===== config.mk =====
export PLATFORM = sky130hd
export DESIGN_NAME = p1m_pin_function_select
export DESIGN_NICKNAME = d
export VERILOG_FILES = /design/src/p1m_pkg.sv /design/src/p1m_pin_function_select.sv
export SDC_FILE = /design/constraint.sdc
export NUM_CORES = 1
export LEC_CHECK = 0
export ABC_CLOCK_PERIOD_IN_PS = 2000
export CORE_AREA = 2 2 96 98
export CTS_CLUSTER_SIZE = 8
export DETAILED_ROUTE_END_ITERATION = 10
export DIE_AREA = 0 0 98 100
export DONT_BUFFER_PORTS = 1
export HOLD_SLACK_MARGIN = 0.02
export MAX_ROUTING_LAYER = met4
export PLACE_DENSITY = 0.76
export SLEW_MARGIN = 20
export SYNTH_ARGS = -nofsm -noshare
export SYNTH_HDL_FRONTEND = slang
export SYNTH_SLANG_ARGS = --single-unit
export TNS_END_PERCENT = 20

===== constraint.sdc =====
create_clock -name sys_clk_i -period 2 [get_ports sys_clk_i]
set_input_delay 0.2 -clock sys_clk_i [delete_from_list [all_inputs] [get_ports sys_clk_i]]
set_output_delay 0.2 -clock sys_clk_i [all_outputs]
set_load 0.01 [all_outputs]

===== src/p1m_pkg.sv =====
// p1m_pkg: constants, types and register map of the port-1 serial pin function select block.
// assumes a 32-bit AXI4-Lite register bus and registers placed one per aligned word.
package p1m_pkg;

  localparam int AXI_AW = 32;
  localparam int AXI_DW = 32;

  // register indices; byte address is four times the index
  localparam logic [AXI_AW-1:0] IDX_PIN0_FUNC = 32'h0000A058;
  localparam logic [AXI_AW-1:0] IDX_PIN1_FUNC = 32'h0000A059;
  localparam logic [AXI_AW-1:0] IDX_ROUTE_SEL = 32'h0000A0F0;
  localparam logic [AXI_AW-1:0] IDX_ROUTE_STAT = 32'h0000A0F1;

  // function select fields
  localparam int FN_GPIO_BIT = 0;
  localparam int FN_STD_BIT = 5;
  localparam int FN_LIN_BIT = 6;
  localparam logic [7:0] FN_RESET = 8'h00;
  localparam logic [7:0] FN_MASK = 8'h61;

  // peripheral route select fields
  localparam int RS_PWM_A_LSB = 0;
  localparam int RS_PWM_B_LSB = 4;
  localparam int RS_SCK_LSB = 8;
  localparam int RS_MOSI_LSB = 12;
  localparam int RS_MISO_LSB = 16;
  localparam int RS_SSN_LSB = 20;
  localparam logic [31:0] RS_RESET = 32'h00333777;
  localparam logic [31:0] RS_MASK = 32'h00333777;

  // candidate counts per routed signal
  localparam int N_PWM_A = 5;
  localparam int N_PWM_B = 5;
  localparam int N_SCK = 4;
  localparam int N_MOSI = 3;
  localparam int N_MISO = 3;
  localparam int N_SSN = 2;

  localparam logic [1:0] RESP_OKAY = 2'h0;
  localparam logic [1:0] RESP_SLVERR = 2'h2;

  typedef enum logic [1:0] {RT_TOUCH, RT_GPIO, RT_STD, RT_LIN} p1m_route_e;

  typedef struct packed {
    logic out;
    logic oe;
  } p1m_pin_drive_s;

endpackage


===== src/p1m_pin_function_select.sv =====
// p1m_pin_function_select: function select for port-1 pins 0 and 1, plus pin routing of the
// two pulse outputs and the spi signals, with an AXI4-Lite register slave.
// assumes pin inputs are asynchronous; peripheral signals share sys_clk_i.
//
// Notes on behaviour
// pin0 bit5 routes pin to standard receive
// pin1 bit5 drives pin from standard transmit
// pin0 bit6 routes pin to lin receive
// pin1 bit6 drives pin from lin transmit
// bit0 enables general io, off after reset
// pin0 function register at A058, resets zero
// pin1 function register at A059, resets zero
// software writes A0, 06, 20 for standard port
// software writes A0, 06, 40 for lin port
// software configures pins before using serial port
// pulse output a on one of five pins
// pulse output b on one of five pins
// spi signals each on own candidate pins
// one enable per pin; reserved bits read zero
`timescale 1ns/100ps
module p1m_pin_function_select
  import p1m_pkg::*;
(
  input wire logic sys_clk_i,
  input wire logic rst_i,
  // axi4-lite slave
  input wire logic [AXI_AW-1:0] s_axi_awaddr_i,
  input wire logic s_axi_awvalid_i,
  output logic s_axi_awready_o,
  input wire logic [AXI_DW-1:0] s_axi_wdata_i,
  input wire logic [3:0] s_axi_wstrb_i,
  input wire logic s_axi_wvalid_i,
  output logic s_axi_wready_o,
  output logic [1:0] s_axi_bresp_o,
  output logic s_axi_bvalid_o,
  input wire logic s_axi_bready_i,
  input wire logic [AXI_AW-1:0] s_axi_araddr_i,
  input wire logic s_axi_arvalid_i,
  output logic s_axi_arready_o,
  output logic [AXI_DW-1:0] s_axi_rdata_o,
  output logic [1:0] s_axi_rresp_o,
  output logic s_axi_rvalid_o,
  input wire logic s_axi_rready_i,
  // port-1 pins 0 and 1
  input wire logic p1_pin0_i,
  output p1m_pin_drive_s p1_pin0_o,
  input wire logic p1_pin1_i,
  output p1m_pin_drive_s p1_pin1_o,
  // peripheral side
  output logic std_serial_rx_o,
  input wire logic std_serial_tx_i,
  output logic lin_serial_rx_o,
  input wire logic lin_serial_tx_i,
  input wire logic [1:0] gpio_out_i,
  input wire logic [1:0] gpio_oe_i,
  output logic [1:0] gpio_in_o,
  output logic [1:0] touch_sense_o,
  input wire logic pulse_output_a_i,
  input wire logic pulse_output_b_i,
  output logic [N_PWM_A-1:0] pulse_a_pins_o,
  output logic [N_PWM_A-1:0] pulse_a_oe_o,
  output logic [N_PWM_B-1:0] pulse_b_pins_o,
  output logic [N_PWM_B-1:0] pulse_b_oe_o,
  input wire logic spi_sck_i,
  input wire logic spi_mosi_i,
  output logic [N_SCK-1:0] spi_sck_pins_o,
  output logic [N_SCK-1:0] spi_sck_oe_o,
  output logic [N_MOSI-1:0] spi_mosi_pins_o,
  output logic [N_MOSI-1:0] spi_mosi_oe_o,
  input wire logic [N_MISO-1:0] spi_miso_pins_i,
  output logic spi_miso_o,
  input wire logic [N_SSN-1:0] spi_ssn_n_pins_i,
  output logic spi_ssn_n_o
);

  localparam int NSYNC = 2 + N_MISO + N_SSN;

  // register state
  logic [7:0] pin0_fn_q, pin0_fn_d;
  logic [7:0] pin1_fn_q, pin1_fn_d;
  logic [31:0] route_sel_q, route_sel_d;
  logic aw_hold_q, aw_hold_d;
  logic w_hold_q, w_hold_d;
  logic [AXI_AW-1:0] waddr_q, waddr_d;
  logic [AXI_DW-1:0] wdata_q, wdata_d;
  logic [3:0] wstrb_q, wstrb_d;
  logic bvalid_q, bvalid_d;
  logic [1:0] bresp_q, bresp_d;
  logic rvalid_q, rvalid_d;
  logic [1:0] rresp_q, rresp_d;
  logic [AXI_DW-1:0] rdata_q, rdata_d;

  // routing state
  logic [NSYNC-1:0] sync1_q, sync2_q;
  p1m_route_e route0, route1;
  p1m_pin_drive_s pin0_q, pin0_d, pin1_q, pin1_d;
  logic std_rx_q, std_rx_d, lin_rx_q, lin_rx_d;
  logic [1:0] gpio_in_q, gpio_in_d, touch_q, touch_d;
  logic miso_q, miso_d, ssn_n_q, ssn_n_d;
  logic [N_PWM_A-1:0] pa_en_d, pa_en_q;
  logic [N_PWM_B-1:0] pb_en_d, pb_en_q;
  logic [N_SCK-1:0] sck_en_d, sck_en_q;
  logic [N_MOSI-1:0] mosi_en_d, mosi_en_q;
  logic pa_q, pb_q, sck_q, mosi_q;

  logic [AXI_AW-1:0] widx, ridx;
  logic wr_fire;

  assign widx = {2'h0, waddr_q[AXI_AW-1:2]};
  assign ridx = {2'h0, s_axi_araddr_i[AXI_AW-1:2]};
  assign wr_fire = aw_hold_q && w_hold_q && !bvalid_q;

  assign s_axi_awready_o = !aw_hold_q && !bvalid_q;
  assign s_axi_wready_o = !w_hold_q && !bvalid_q;
  assign s_axi_bvalid_o = bvalid_q;
  assign s_axi_bresp_o = bresp_q;
  assign s_axi_arready_o = !rvalid_q;
  assign s_axi_rvalid_o = rvalid_q;
  assign s_axi_rresp_o = rresp_q;
  assign s_axi_rdata_o = rdata_q;

  // bus slave and register file
  always_comb
  begin
    aw_hold_d = aw_hold_q;
    w_hold_d = w_hold_q;
    waddr_d = waddr_q;
    wdata_d = wdata_q;
    wstrb_d = wstrb_q;
    bvalid_d = bvalid_q;
    bresp_d = bresp_q;
    rvalid_d = rvalid_q;
    rresp_d = rresp_q;
    rdata_d = rdata_q;
    pin0_fn_d = pin0_fn_q;
    pin1_fn_d = pin1_fn_q;
    route_sel_d = route_sel_q;
    if (s_axi_awvalid_i && s_axi_awready_o)
    begin
      aw_hold_d = 1'b1;
      waddr_d = s_axi_awaddr_i;
    end
    if (s_axi_wvalid_i && s_axi_wready_o)
    begin
      w_hold_d = 1'b1;
      wdata_d = s_axi_wdata_i;
      wstrb_d = s_axi_wstrb_i;
    end
    if (wr_fire)
    begin
      aw_hold_d = 1'b0;
      w_hold_d = 1'b0;
      bvalid_d = 1'b1;
      bresp_d = RESP_OKAY;
      // reserved bits are dropped on write so they read back zero
      if (widx == IDX_PIN0_FUNC)
      begin
        if (wstrb_q[0])
          pin0_fn_d = wdata_q[7:0] & FN_MASK;
      end
      else if (widx == IDX_PIN1_FUNC)
      begin
        if (wstrb_q[0])
          pin1_fn_d = wdata_q[7:0] & FN_MASK;
      end
      else if (widx == IDX_ROUTE_SEL)
      begin
        for (int b = 0; b < 4; b++)
          if (wstrb_q[b])
            route_sel_d[8*b +: 8] = wdata_q[8*b +: 8] & RS_MASK[8*b +: 8];
      end
      else if (widx != IDX_ROUTE_STAT)
        bresp_d = RESP_SLVERR;
    end
    else if (bvalid_q && s_axi_bready_i)
      bvalid_d = 1'b0;
    if (rvalid_q && s_axi_rready_i)
      rvalid_d = 1'b0;
    if (s_axi_arvalid_i && s_axi_arready_o)
    begin
      rvalid_d = 1'b1;
      rresp_d = RESP_OKAY;
      rdata_d = '0;
      if (ridx == IDX_PIN0_FUNC)
        rdata_d[7:0] = pin0_fn_q;
      else if (ridx == IDX_PIN1_FUNC)
        rdata_d[7:0] = pin1_fn_q;
      else if (ridx == IDX_ROUTE_SEL)
        rdata_d = route_sel_q;
      else if (ridx == IDX_ROUTE_STAT)
        rdata_d[3:0] = {route1, route0};
      else
        rresp_d = RESP_SLVERR;
    end
  end

  always_ff @(posedge sys_clk_i)
  begin
    if (rst_i)
    begin
      aw_hold_q <= 1'b0;
      w_hold_q <= 1'b0;
      waddr_q <= '0;
      wdata_q <= '0;
      wstrb_q <= 4'h0;
      bvalid_q <= 1'b0;
      bresp_q <= RESP_OKAY;
      rvalid_q <= 1'b0;
      rresp_q <= RESP_OKAY;
      rdata_q <= '0;
      pin0_fn_q <= FN_RESET;
      pin1_fn_q <= FN_RESET;
      route_sel_q <= RS_RESET;
    end
    else
    begin
      aw_hold_q <= aw_hold_d;
      w_hold_q <= w_hold_d;
      waddr_q <= waddr_d;
      wdata_q <= wdata_d;
      wstrb_q <= wstrb_d;
      bvalid_q <= bvalid_d;
      bresp_q <= bresp_d;
      rvalid_q <= rvalid_d;
      rresp_q <= rresp_d;
      rdata_q <= rdata_d;
      pin0_fn_q <= pin0_fn_d;
      pin1_fn_q <= pin1_fn_d;
      route_sel_q <= route_sel_d;
    end
  end

  // pin function decode; if software sets several enables, standard wins, then lin, then io
  function automatic p1m_route_e fn_route(input logic [7:0] fn);
    if (fn[FN_STD_BIT])
      return RT_STD;
    else if (fn[FN_LIN_BIT])
      return RT_LIN;
    else if (fn[FN_GPIO_BIT])
      return RT_GPIO;
    else
      return RT_TOUCH;
  endfunction

  assign route0 = fn_route(pin0_fn_q);
  assign route1 = fn_route(pin1_fn_q);

  // one-hot candidate enables, out-of-range select leaves every candidate undriven
  genvar i;
  generate
    for (i = 0; i < N_PWM_A; i++)
    begin : g_pwm
      assign pa_en_d[i] = (route_sel_q[RS_PWM_A_LSB +: 3] == 3'(i));
      assign pb_en_d[i] = (route_sel_q[RS_PWM_B_LSB +: 3] == 3'(i));
    end
    for (i = 0; i < N_SCK; i++)
    begin : g_sck
      assign sck_en_d[i] = (route_sel_q[RS_SCK_LSB +: 3] == 3'(i));
    end
    for (i = 0; i < N_MOSI; i++)
    begin : g_mosi
      assign mosi_en_d[i] = (route_sel_q[RS_MOSI_LSB +: 2] == 2'(i));
    end
  endgenerate

  // pin inputs, peripheral inputs and pin drives
  always_comb
  begin
    std_rx_d = 1'b1;
    lin_rx_d = 1'b1;
    gpio_in_d = 2'h0;
    touch_d = 2'h0;
    pin0_d = '{out: 1'b0, oe: 1'b0};
    pin1_d = '{out: 1'b0, oe: 1'b0};
    unique case (route0)
      RT_STD: std_rx_d = sync2_q[0];
      RT_LIN: lin_rx_d = sync2_q[0];
      RT_GPIO:
      begin
        gpio_in_d[0] = sync2_q[0];
        pin0_d = '{out: gpio_out_i[0], oe: gpio_oe_i[0]};
      end
      RT_TOUCH: touch_d[0] = sync2_q[0];
    endcase
    unique case (route1)
      RT_STD: pin1_d = '{out: std_serial_tx_i, oe: 1'b1};
      RT_LIN: pin1_d = '{out: lin_serial_tx_i, oe: 1'b1};
      RT_GPIO:
      begin
        gpio_in_d[1] = sync2_q[1];
        pin1_d = '{out: gpio_out_i[1], oe: gpio_oe_i[1]};
      end
      RT_TOUCH: touch_d[1] = sync2_q[1];
    endcase
    miso_d = 1'b0;
    ssn_n_d = 1'b1;
    for (int k = 0; k < N_MISO; k++)
      if (route_sel_q[RS_MISO_LSB +: 2] == 2'(k))
        miso_d = sync2_q[2 + k];
    for (int k = 0; k < N_SSN; k++)
      if (route_sel_q[RS_SSN_LSB +: 2] == 2'(k))
        ssn_n_d = sync2_q[2 + N_MISO + k];
  end

  always_ff @(posedge sys_clk_i)
  begin
    if (rst_i)
    begin
      sync1_q <= '0;
      sync2_q <= '0;
      pin0_q <= '0;
      pin1_q <= '0;
      std_rx_q <= 1'b1;
      lin_rx_q <= 1'b1;
      gpio_in_q <= 2'h0;
      touch_q <= 2'h0;
      miso_q <= 1'b0;
      ssn_n_q <= 1'b1;
      pa_en_q <= '0;
      pb_en_q <= '0;
      sck_en_q <= '0;
      mosi_en_q <= '0;
      pa_q <= 1'b0;
      pb_q <= 1'b0;
      sck_q <= 1'b0;
      mosi_q <= 1'b0;
    end
    else
    begin
      sync1_q <= {spi_ssn_n_pins_i, spi_miso_pins_i, p1_pin1_i, p1_pin0_i};
      sync2_q <= sync1_q;
      pin0_q <= pin0_d;
      pin1_q <= pin1_d;
      std_rx_q <= std_rx_d;
      lin_rx_q <= lin_rx_d;
      gpio_in_q <= gpio_in_d;
      touch_q <= touch_d;
      miso_q <= miso_d;
      ssn_n_q <= ssn_n_d;
      pa_en_q <= pa_en_d;
      pb_en_q <= pb_en_d;
      sck_en_q <= sck_en_d;
      mosi_en_q <= mosi_en_d;
      pa_q <= pulse_output_a_i;
      pb_q <= pulse_output_b_i;
      sck_q <= spi_sck_i;
      mosi_q <= spi_mosi_i;
    end
  end

  assign p1_pin0_o = pin0_q;
  assign p1_pin1_o = pin1_q;
  assign std_serial_rx_o = std_rx_q;
  assign lin_serial_rx_o = lin_rx_q;
  assign gpio_in_o = gpio_in_q;
  assign touch_sense_o = touch_q;
  assign spi_miso_o = miso_q;
  assign spi_ssn_n_o = ssn_n_q;
  assign pulse_a_oe_o = pa_en_q;
  assign pulse_a_pins_o = pa_en_q & {N_PWM_A{pa_q}};
  assign pulse_b_oe_o = pb_en_q;
  assign pulse_b_pins_o = pb_en_q & {N_PWM_B{pb_q}};
  assign spi_sck_oe_o = sck_en_q;
  assign spi_sck_pins_o = sck_en_q & {N_SCK{sck_q}};
  assign spi_mosi_oe_o = mosi_en_q;
  assign spi_mosi_pins_o = mosi_en_q & {N_MOSI{mosi_q}};

endmodule // p1m_pin_function_select


==> results list, run 1 <==
* DPL Wire Length: roughly 7900 µm
- Post-synthesis sequential area ratio: 0.521
* Wire length reported by the detailed router: 13000 µm
* Vertical die dimension: ~100 µm
- The H-tree was split into 4 levels.
* Relative slew slack: 0.499
* Static power due to leakage: between 2 and 3 nW
* Minimum clock period: 1910 ps
* Synthesized area: 5310 µm²
- Average via count per standard cell: between 5 and 6
- Along the worst path, the maximum fanout reaches 8.
* Number of sinks handled by clock tree synthesis: 138
- In this run the tool buffered the top-level ports with 0 buffer cells.
- Of the cells placed in the final design, the portion with a size suffix greater than 1 is 0.0802.
- Share of flip-flops with an asynchronous set or reset after synthesis: 0
- Family with the most delay on the worst path: simple AND/OR/NAND/NOR gates
* Bufs and invs on worst path: 0
* Worst-case setup margin in the final layout: 92.9 ps
* Area share of the largest cell type after synthesis: 0.521
* Average wire per cell in the routed design: between 15 and 20 µm
* GRT Util Overall: 0.271
* Number of warnings reported in the yosys synthesis log: 0
- Number of buffers added by the clock tree synthesis step: 17
- Of the total power, the clock network draws 0.494.
- Clock network latency to the later pin of the worst-skew pair: 510 ps
- Averaged over all synthesized cells, the footprint is slightly below 9 µm².
- Area inside the core boundary: between 8000 and 9000 µm²
- Timing would allow up to between 500 and 600 MHz.
* Antenna diode instance count: 0
* Area growth, synth to finish: 26.9%
- The run finished with clean final reports.
- Post-place setup slack: around 140 ps
- Excluding fillers, the count of instances in the completed layout stands at 797.
- After clock tree synthesis, the clock-pin slew on the worst setup and hold paths is 60 ps.
* Post-Route Setup TNS: 0 ps
* Commonest cells after routing, fill and taps aside: 138 x dfxtp_1, 134 x nand2_1, 73 x dlygate4sd3_1, 56 x a21oi_1, 49 x nor2_1
- For the pin with the worst max-slew slack, the measured transition is approximately 750 ps.
- Clk_skew: 8.50 ps
* EDFF count, synth: 0
- In the finished design, the share of the clock period the worst path needs comes to 0.954.
* Cell count after placement: 691
- Final Max Tran Viols: 0
- TritonCTS built the clock tree.
* Die boundary width: around 98 µm
* Switching share of power: 0.226
* Number of distinct standard cells referenced by the synthesized netlist: between 40 and 50
- Number of nets in the final layout: 797
- The worst setup path is captured at a flip-flop.
* Number of nets still failing antenna checks after routing: 0
* Unrepaired setup endpoints after global routing: false
* Combinational cell fraction of total power: 0.076
* Site Rows: 35
* Buffer cell driving the clock tree root: clkbuf_8
- List of cells traversed by the critical path: nor4_1 > nand2_2 > or4_4 > mux2i_1
- The initial antenna violation count came to 0.
- The congestion estimate from routability-driven global placement came to 0.791.
- The critical path is of the flip-flop to flip-flop type.
- Dominant cells by area after synthesis: dfxtp_1 52%, nand2_1 9.5%, a21oi_1 5.3%
- Worst path max stage delay: around 620 ps
- In the routed design, unresolved DRC markers number 0.
- Startpoint type of the worst setup path: flip-flop
- Max-cap violation count: 0
* Worst Hold Class: input port to flip-flop
- The worst hold path was traced through 3 stages.
- Number of failing hold endpoints at the final stage: 0
- Die footprint: 9800 µm²
- End-of-flow core utilization: 0.757
- Number of iterations in the first detailed-routing pass: 5
* Sw power: 1.53 mW
- Summed over all layers, the global routing overflow is 0.
* Sequential fraction of design power: 0.430
* Worst-case vdd ir drop: 0.774 mV
- The routed layout has 4441 vias.
- The first global-routing pass estimated 20700 µm of wire.
- Crit path depth: 4
- Ports: 211
- Among all flip-flop cells after synthesis, the most frequent one is dfxtp_1.
- The library cell used most frequently in the layout, excluding fill and tap cells, is dfxtp_1.
- Worst Path Arrival: 2330 ps
* Final count of negative-setup-slack endpoints: 0
* Yosys reg bits: 138
- Power density cells: 1010 nW/µm²
- Power Internal: 5.24 mW
- In this run the deepest clock path goes through 2 buffers.
- Depth of the worst register-to-register path: 4
- Cells after synthesis: 601
- The initial utilization of the core area, before any placement, comes to 0.597.
- For this block, the initial DRC count from the detailed router was 220.
- For the worst setup path, the data required time is approximately 2400 ps.
* Pin count of the biggest net entering global routing: 102
- Once the clock tree was built, the setup fixing pass inserted 0 buffers.
* Via count of the first global-routing pass: 4457
- The slowest stage of the critical path is the or4_4 cell.
- Top cell type by total area after synthesis: dfxtp_1
[stage by stage]
stage	hold WS, ps	power (mW)	instance area (µm²)
after CTS	37.1	6.76	6720
after global placement	285	3.29	5330
after floorplan	299	3.29	5370
after detailed placement	287	3.31	5330
final	43.4	6.77	6730
after global routing	31.8	6.98	6730
[synthesized netlist by cell type (6+ instances only)]
| cell | instances |
|---|---|
| o31ai_1 | 9 |
| nor4_1 | 10 |
| nor2b_1 | 19 |
| nand2b_1 | 8 |
| and3_1 | 6 |
| dfxtp_1 | 138 |
| inv_1 | 6 |
| clkbuf_1 | 28 |
| nand2_1 | 134 |
| nor3_1 | 9 |
| a21oi_1 | 56 |
| mux2i_1 | 20 |
| o21ai_0 | 12 |
| buf_4 | 18 |
| and2_1 | 22 |
| nor2_1 | 51 |
[logic make-up (layout without fill, tap and decap cells)]
logic type,after synthesis,count (layout),share of synthesized area
AOI/OAI and AO/OA,87,87,0.0920
buffers and inverters,54,122,0.0523
DFF,138,138,0.521
muxes,20,20,0.0377
other,1,18,0.000707
and+or+nand+nor,301,301,0.297
[routing by layer]
layer / vias up / part of all wire / global-route usage / wire, µm
li1: 2137 / - / - / -
met1: 2068 / 0.40 / 0.304 / 5250
met2: 200 / 0.52 / 0.461 / 6710
met3: 36 / 0.058 / 0.0557 / 755
met4: 0 / 0.024 / 0.134 / 309
met5: - / 0 / - / 0
[final timing paths]
check                                              start                        endpoint  slack (ps)
worst max-delay path            waddr_q[26]$_SDFFE_PP0P_       pin0_fn_q[5]$_SDFFE_PP0P_          90
worst min-delay path                               rst_i  s_axi_rdata_o[20]$_SDFFE_PP0P_          40
worst max register to register  waddr_q[26]$_SDFFE_PP0P_       pin0_fn_q[5]$_SDFFE_PP0P_          90
worst min register to register     sync1_q[5]$_SDFF_PP0_           sync2_q[5]$_SDFF_PP0_         440
[cell type report]
type	instances	area (µm²)
clock buffers	19	422
flip-flops and latches	138	2760
repair buffers	84	833
inverters	6	22.5
multi-input cells	426	2340
fillers	593	2160
well taps	111	139
clock inverters	13	215
[worst register-to-register path, cell delays in order (launching register included)]
cell and delay, ps:
dfxtp_1 310, nor4_1 420, nand2_2 280, or4_4 620
mux2i_1 190
[timing repair]
action                                  CTS  global route
resized for setup                         0             2
endpoints found under the setup margin    0            18
hold endpoints to repair                127             0
hold buffers                             74             0
[flip-flops by register name, indices dropped and copies added (netlist names), 4 cells and up]
name / flops
sync2_q: 7
sync1_q: 7
route_sel_q: 15
pulse_b_oe_o: 5
spi_sck_oe_o: 4
waddr_q: 30
wdata_q: 15
pulse_a_oe_o: 5
s_axi_rdata_o: 16
[power by group through the flow]
stage          clock, mW  sequential [mW]  combinational [mW]
2_1_floorplan          0             2.95               0.334
3_3_place_gp           0             2.96               0.327
3_5_place_dp           0             2.97               0.342
4_1_cts             3.35             2.91               0.498
5_1_grt             3.49             2.92               0.567
6_report            3.35             2.91               0.512
Power figures use the tool's default switching activity.
==> run 2: changes to the inputs <==
--- a/config.mk
+++ b/config.mk
@@ -5,15 +5,14 @@
 export SDC_FILE = /design/constraint.sdc
 export NUM_CORES = 1
 export LEC_CHECK = 0
-export ABC_CLOCK_PERIOD_IN_PS = 2000
-export CORE_AREA = 2 2 96 98
+export ABC_CLOCK_PERIOD_IN_PS = 1700
+export CORE_AREA = 2 2 136 138
 export CTS_CLUSTER_SIZE = 8
 export DETAILED_ROUTE_END_ITERATION = 10
-export DIE_AREA = 0 0 98 100
+export DIE_AREA = 0 0 138 140
 export DONT_BUFFER_PORTS = 1
 export HOLD_SLACK_MARGIN = 0.02
 export MAX_ROUTING_LAYER = met4
-export PLACE_DENSITY = 0.76
 export SLEW_MARGIN = 20
 export SYNTH_ARGS = -nofsm -noshare
 export SYNTH_HDL_FRONTEND = slang
==> constraint.sdc (replaced) <==
create_clock -name sys_clk_i -period 1.7 [get_ports sys_clk_i]
set_input_delay 0.17 -clock sys_clk_i [delete_from_list [all_inputs] [get_ports sys_clk_i]]
set_output_delay 0.17 -clock sys_clk_i [all_outputs]
set_load 0.01 [all_outputs]
==> run 2 against run 1 <==
Compared with the run above: sequential power increased by 18%; critical path type unchanged; first-iteration DRC count shrank 14%; sequential share of layout area shrank 3.5 points; setup slack worse by 83 ps; utilization fell by 34 points; highest routed layer unchanged; clock power up 8.7%.
==> results list, run 2 (synthesis gave the netlist of run 1 again) <==
* Post-Route Setup TNS: 0 ps
- Switching share of power: 0.242
- The final hold violation count was 0.
* DPL Wire Length: 9100 µm
* Number of DRC violations after detailed-routing iteration 0: 190
- Global routing finished with a remaining overflow of 0.
* Die boundary width: 138 µm
- The clock reaches the later pin of the worst-skew pair after around 420 ps.
* Pin count of the biggest net entering global routing: 80
* Via count of the first global-routing pass: 4386
- Die footprint: a little under 20000 µm²
- Across all layers, the routed design uses approximately 4500 vias.
- The worst-case IR drop observed on VDD is 0.926 mV.
- After layout, the design draws a total of approximately 7.7 mW.
- Number of buffers added by the clock tree synthesis step: 17
* Wire length reported by the detailed router: 14500 µm
* Area inside the core boundary: 17800 µm²
- Startpoint type of the worst setup path: flip-flop
- After detailed routing, the average wire length per cell comes to 15.0 µm.
- The initialized floorplan defines 49 standard-cell rows.
* List of cells traversed by the critical path: nor4bb_4 > buf_4 > nand2_4 > buf_6 > nor4_4 > buf_6 > mux2i_1
* CTS max path bufs: 2
- Worst Path Arrival: 2030 ps
- First-pass GRT wire length: 23100 µm
- From synthesis to final layout, the design area changed by 39.2%.
- STA puts the critical path data required time at 2040 ps.
- The run finished with clean final reports.
- Clock share of power: 0.469
- H-Tree Level Count: 4
- Clk slew on worst S/H paths: about 60 ps
- In this run the clock root is driven by a clkbuf_16.
- The share of total power dissipated in sequential elements is 0.443.
- Number of port buffers: 0
* TritonCTS clock tree: yes
- Final clock period utilization by the worst path: 0.994
- The worst setup path is captured at a flip-flop.
- Minimum clock period: about 1700 ps
- The share of total power dissipated in combinational logic is 0.088.
- GRT Util Overall: 0.155
- The analysis attributes to net switching a power of 1.88 mW.
* Starting Density: 0.298
- Placer's final routability congestion estimate: roughly 0.76
- Number of nets still failing antenna checks after routing: 0
- Critical Path Start: w_hold_q$_SDFFE_PP0P_
* Final Max Tran Viols: 0
- Min-Delay Startpoint: s_axi_araddr_i[2]
- Static power due to leakage: between 2 and 3 nW
* Worst Hold Class: input port to flip-flop
- The largest single stage delay on the critical path is 350 ps.
* Power Internal: about 5.9 mW
* Antenna violations before repair: 1
* Number of iterations in the first detailed-routing pass: 5
- The tree built by TritonCTS fans out to 138 sinks.
- Clk_skew: 8.89 ps
- Static timing analysis puts the maximum clock frequency at roughly 600 MHz.
- Cell repeated most along the worst path: buf_6
- The worst setup path is of the flip-flop to flip-flop kind.
- In the layout the commonest cells are 132 x nand2_1, 132 x dfxtp_1, 104 x dlygate4sd3_1, 56 x a21oi_1, 51 x nor2_1.
* Ports: 211
- Max-cap violation count: 0
* Share of layout cells above drive strength 1: 0.118
- In this run the critical register-to-register path is launched from w_hold_q$_SDFFE_PP0P_.
* Critical-path maximum fanout: 6
- Setup violations remaining at the end of the flow were counted as 0.
- In the routed layout, each cell is associated on average with a via count of 4.63.
* End-of-flow core utilization: 0.415
- For this design, the slowest cell found on the critical path is dfxtp_2.
- The register with the most flip-flops in the layout has 30 of them.
* Power density cells: 1050 nW/µm²
* Number of nets in the final layout: between 800 and 900
* Vertical die dimension: 140 µm
* Most flop-heavy register: waddr_q
- Setup repair after global routing could not meet its margin everywhere.
- Remaining routing DRC violations: 0
==> run 2: cell count changes in the layout (fill, tap and decap cells not counted), sizes merged <==
cell / before / now
clkbuf: 19 / 20
buf: 11 / 31
clkinvlp: 1 / 2
dlygate4sd3: 73 / 104
clkinv: 5 / 6
diode: 0 / 1
bufinv: 5 / 2
==> run 2: worst paths after layout <==
path / end / slack, ps / depth (start not counted)
hold reg to reg: spi_ssn_n_o$_SDFF_PP1_ / 450 / 2
hold / removal: s_axi_rdata_o[3]$_SDFFE_PP0P_ / 60 / 2
setup / recovery: route_sel_q[5]$_SDFFE_PP1P_ / 10 / 7
setup reg to reg: route_sel_q[5]$_SDFFE_PP1P_ / 10 / 7
==> run 2: area by class of cell <==
type,instances,area [µm²]
Inverter,6,22.5
Timing Repair Buffer,135,1320
Clock buffer,20,437
Fill cell,1759,10400
Clock inverter,12,144
Antenna cell,1,2.50
Sequential cell,138,2770
Tap cell,229,287
Multi-Input combinational cell,426,2400
==> run 2: routing by layer <==
layer  share of wire  routed length, µm  up-vias  GRT usage
li1                -                  -     2246          -
met2            0.49               7160      135      0.257
met1            0.44               6430     2084      0.184
met5               0                  0        -          -
met4           0.010                148        0     0.0419
met3           0.053                775        8     0.0451
==> run 2: repair_timing <==
action / in CTS / in global routing
setup endpoints to repair: 18 / 23
hold buffers: 105 / 0
buffers inserted: 3 / 3
resized for setup: 5 / 14
pin swaps: 6 / 4
endpoints found under the hold margin: 122 / 0
==> run 2: power by group through the flow <==
| stage | Sequential (mW) | Clock [mW] | Combinational, mW |
|---|---|---|---|
| global route | 3.44 | 3.91 | 0.750 |
| detailed placement | 3.49 | 0 | 0.453 |
| floorplan | 3.48 | 0 | 0.397 |
| finish | 3.43 | 3.64 | 0.680 |
| global placement | 3.49 | 0 | 0.447 |
| CTS | 3.42 | 3.74 | 0.665 |
==> run 2: through the flow <==
| step | instance area [µm²] | worst slack [ps] | hold slack [ps] | std cells |
|---|---|---|---|---|
| 2_1_floorplan | 5390 | -21.0 | 269 | 618 |
| 3_3_place_gp | 5610 | -39.2 | 259 | 823 |
| 3_5_place_dp | 5610 | -45.7 | 256 | 823 |
| 4_1_cts | 7310 | -7.60 | 40.0 | 963 |
| 5_1_grt | 7380 | -128 | 58.7 | 967 |
| 6_report | 7380 | 9.98 | 61.1 | 967 |
==> run 2: critical path: cells and delay by family, from the launching register on <==
kind	cells	cell delay, ps
muxes	1	180
DFF	1	350
and+or+nand+nor	3	610
buffers and inverters	3	480
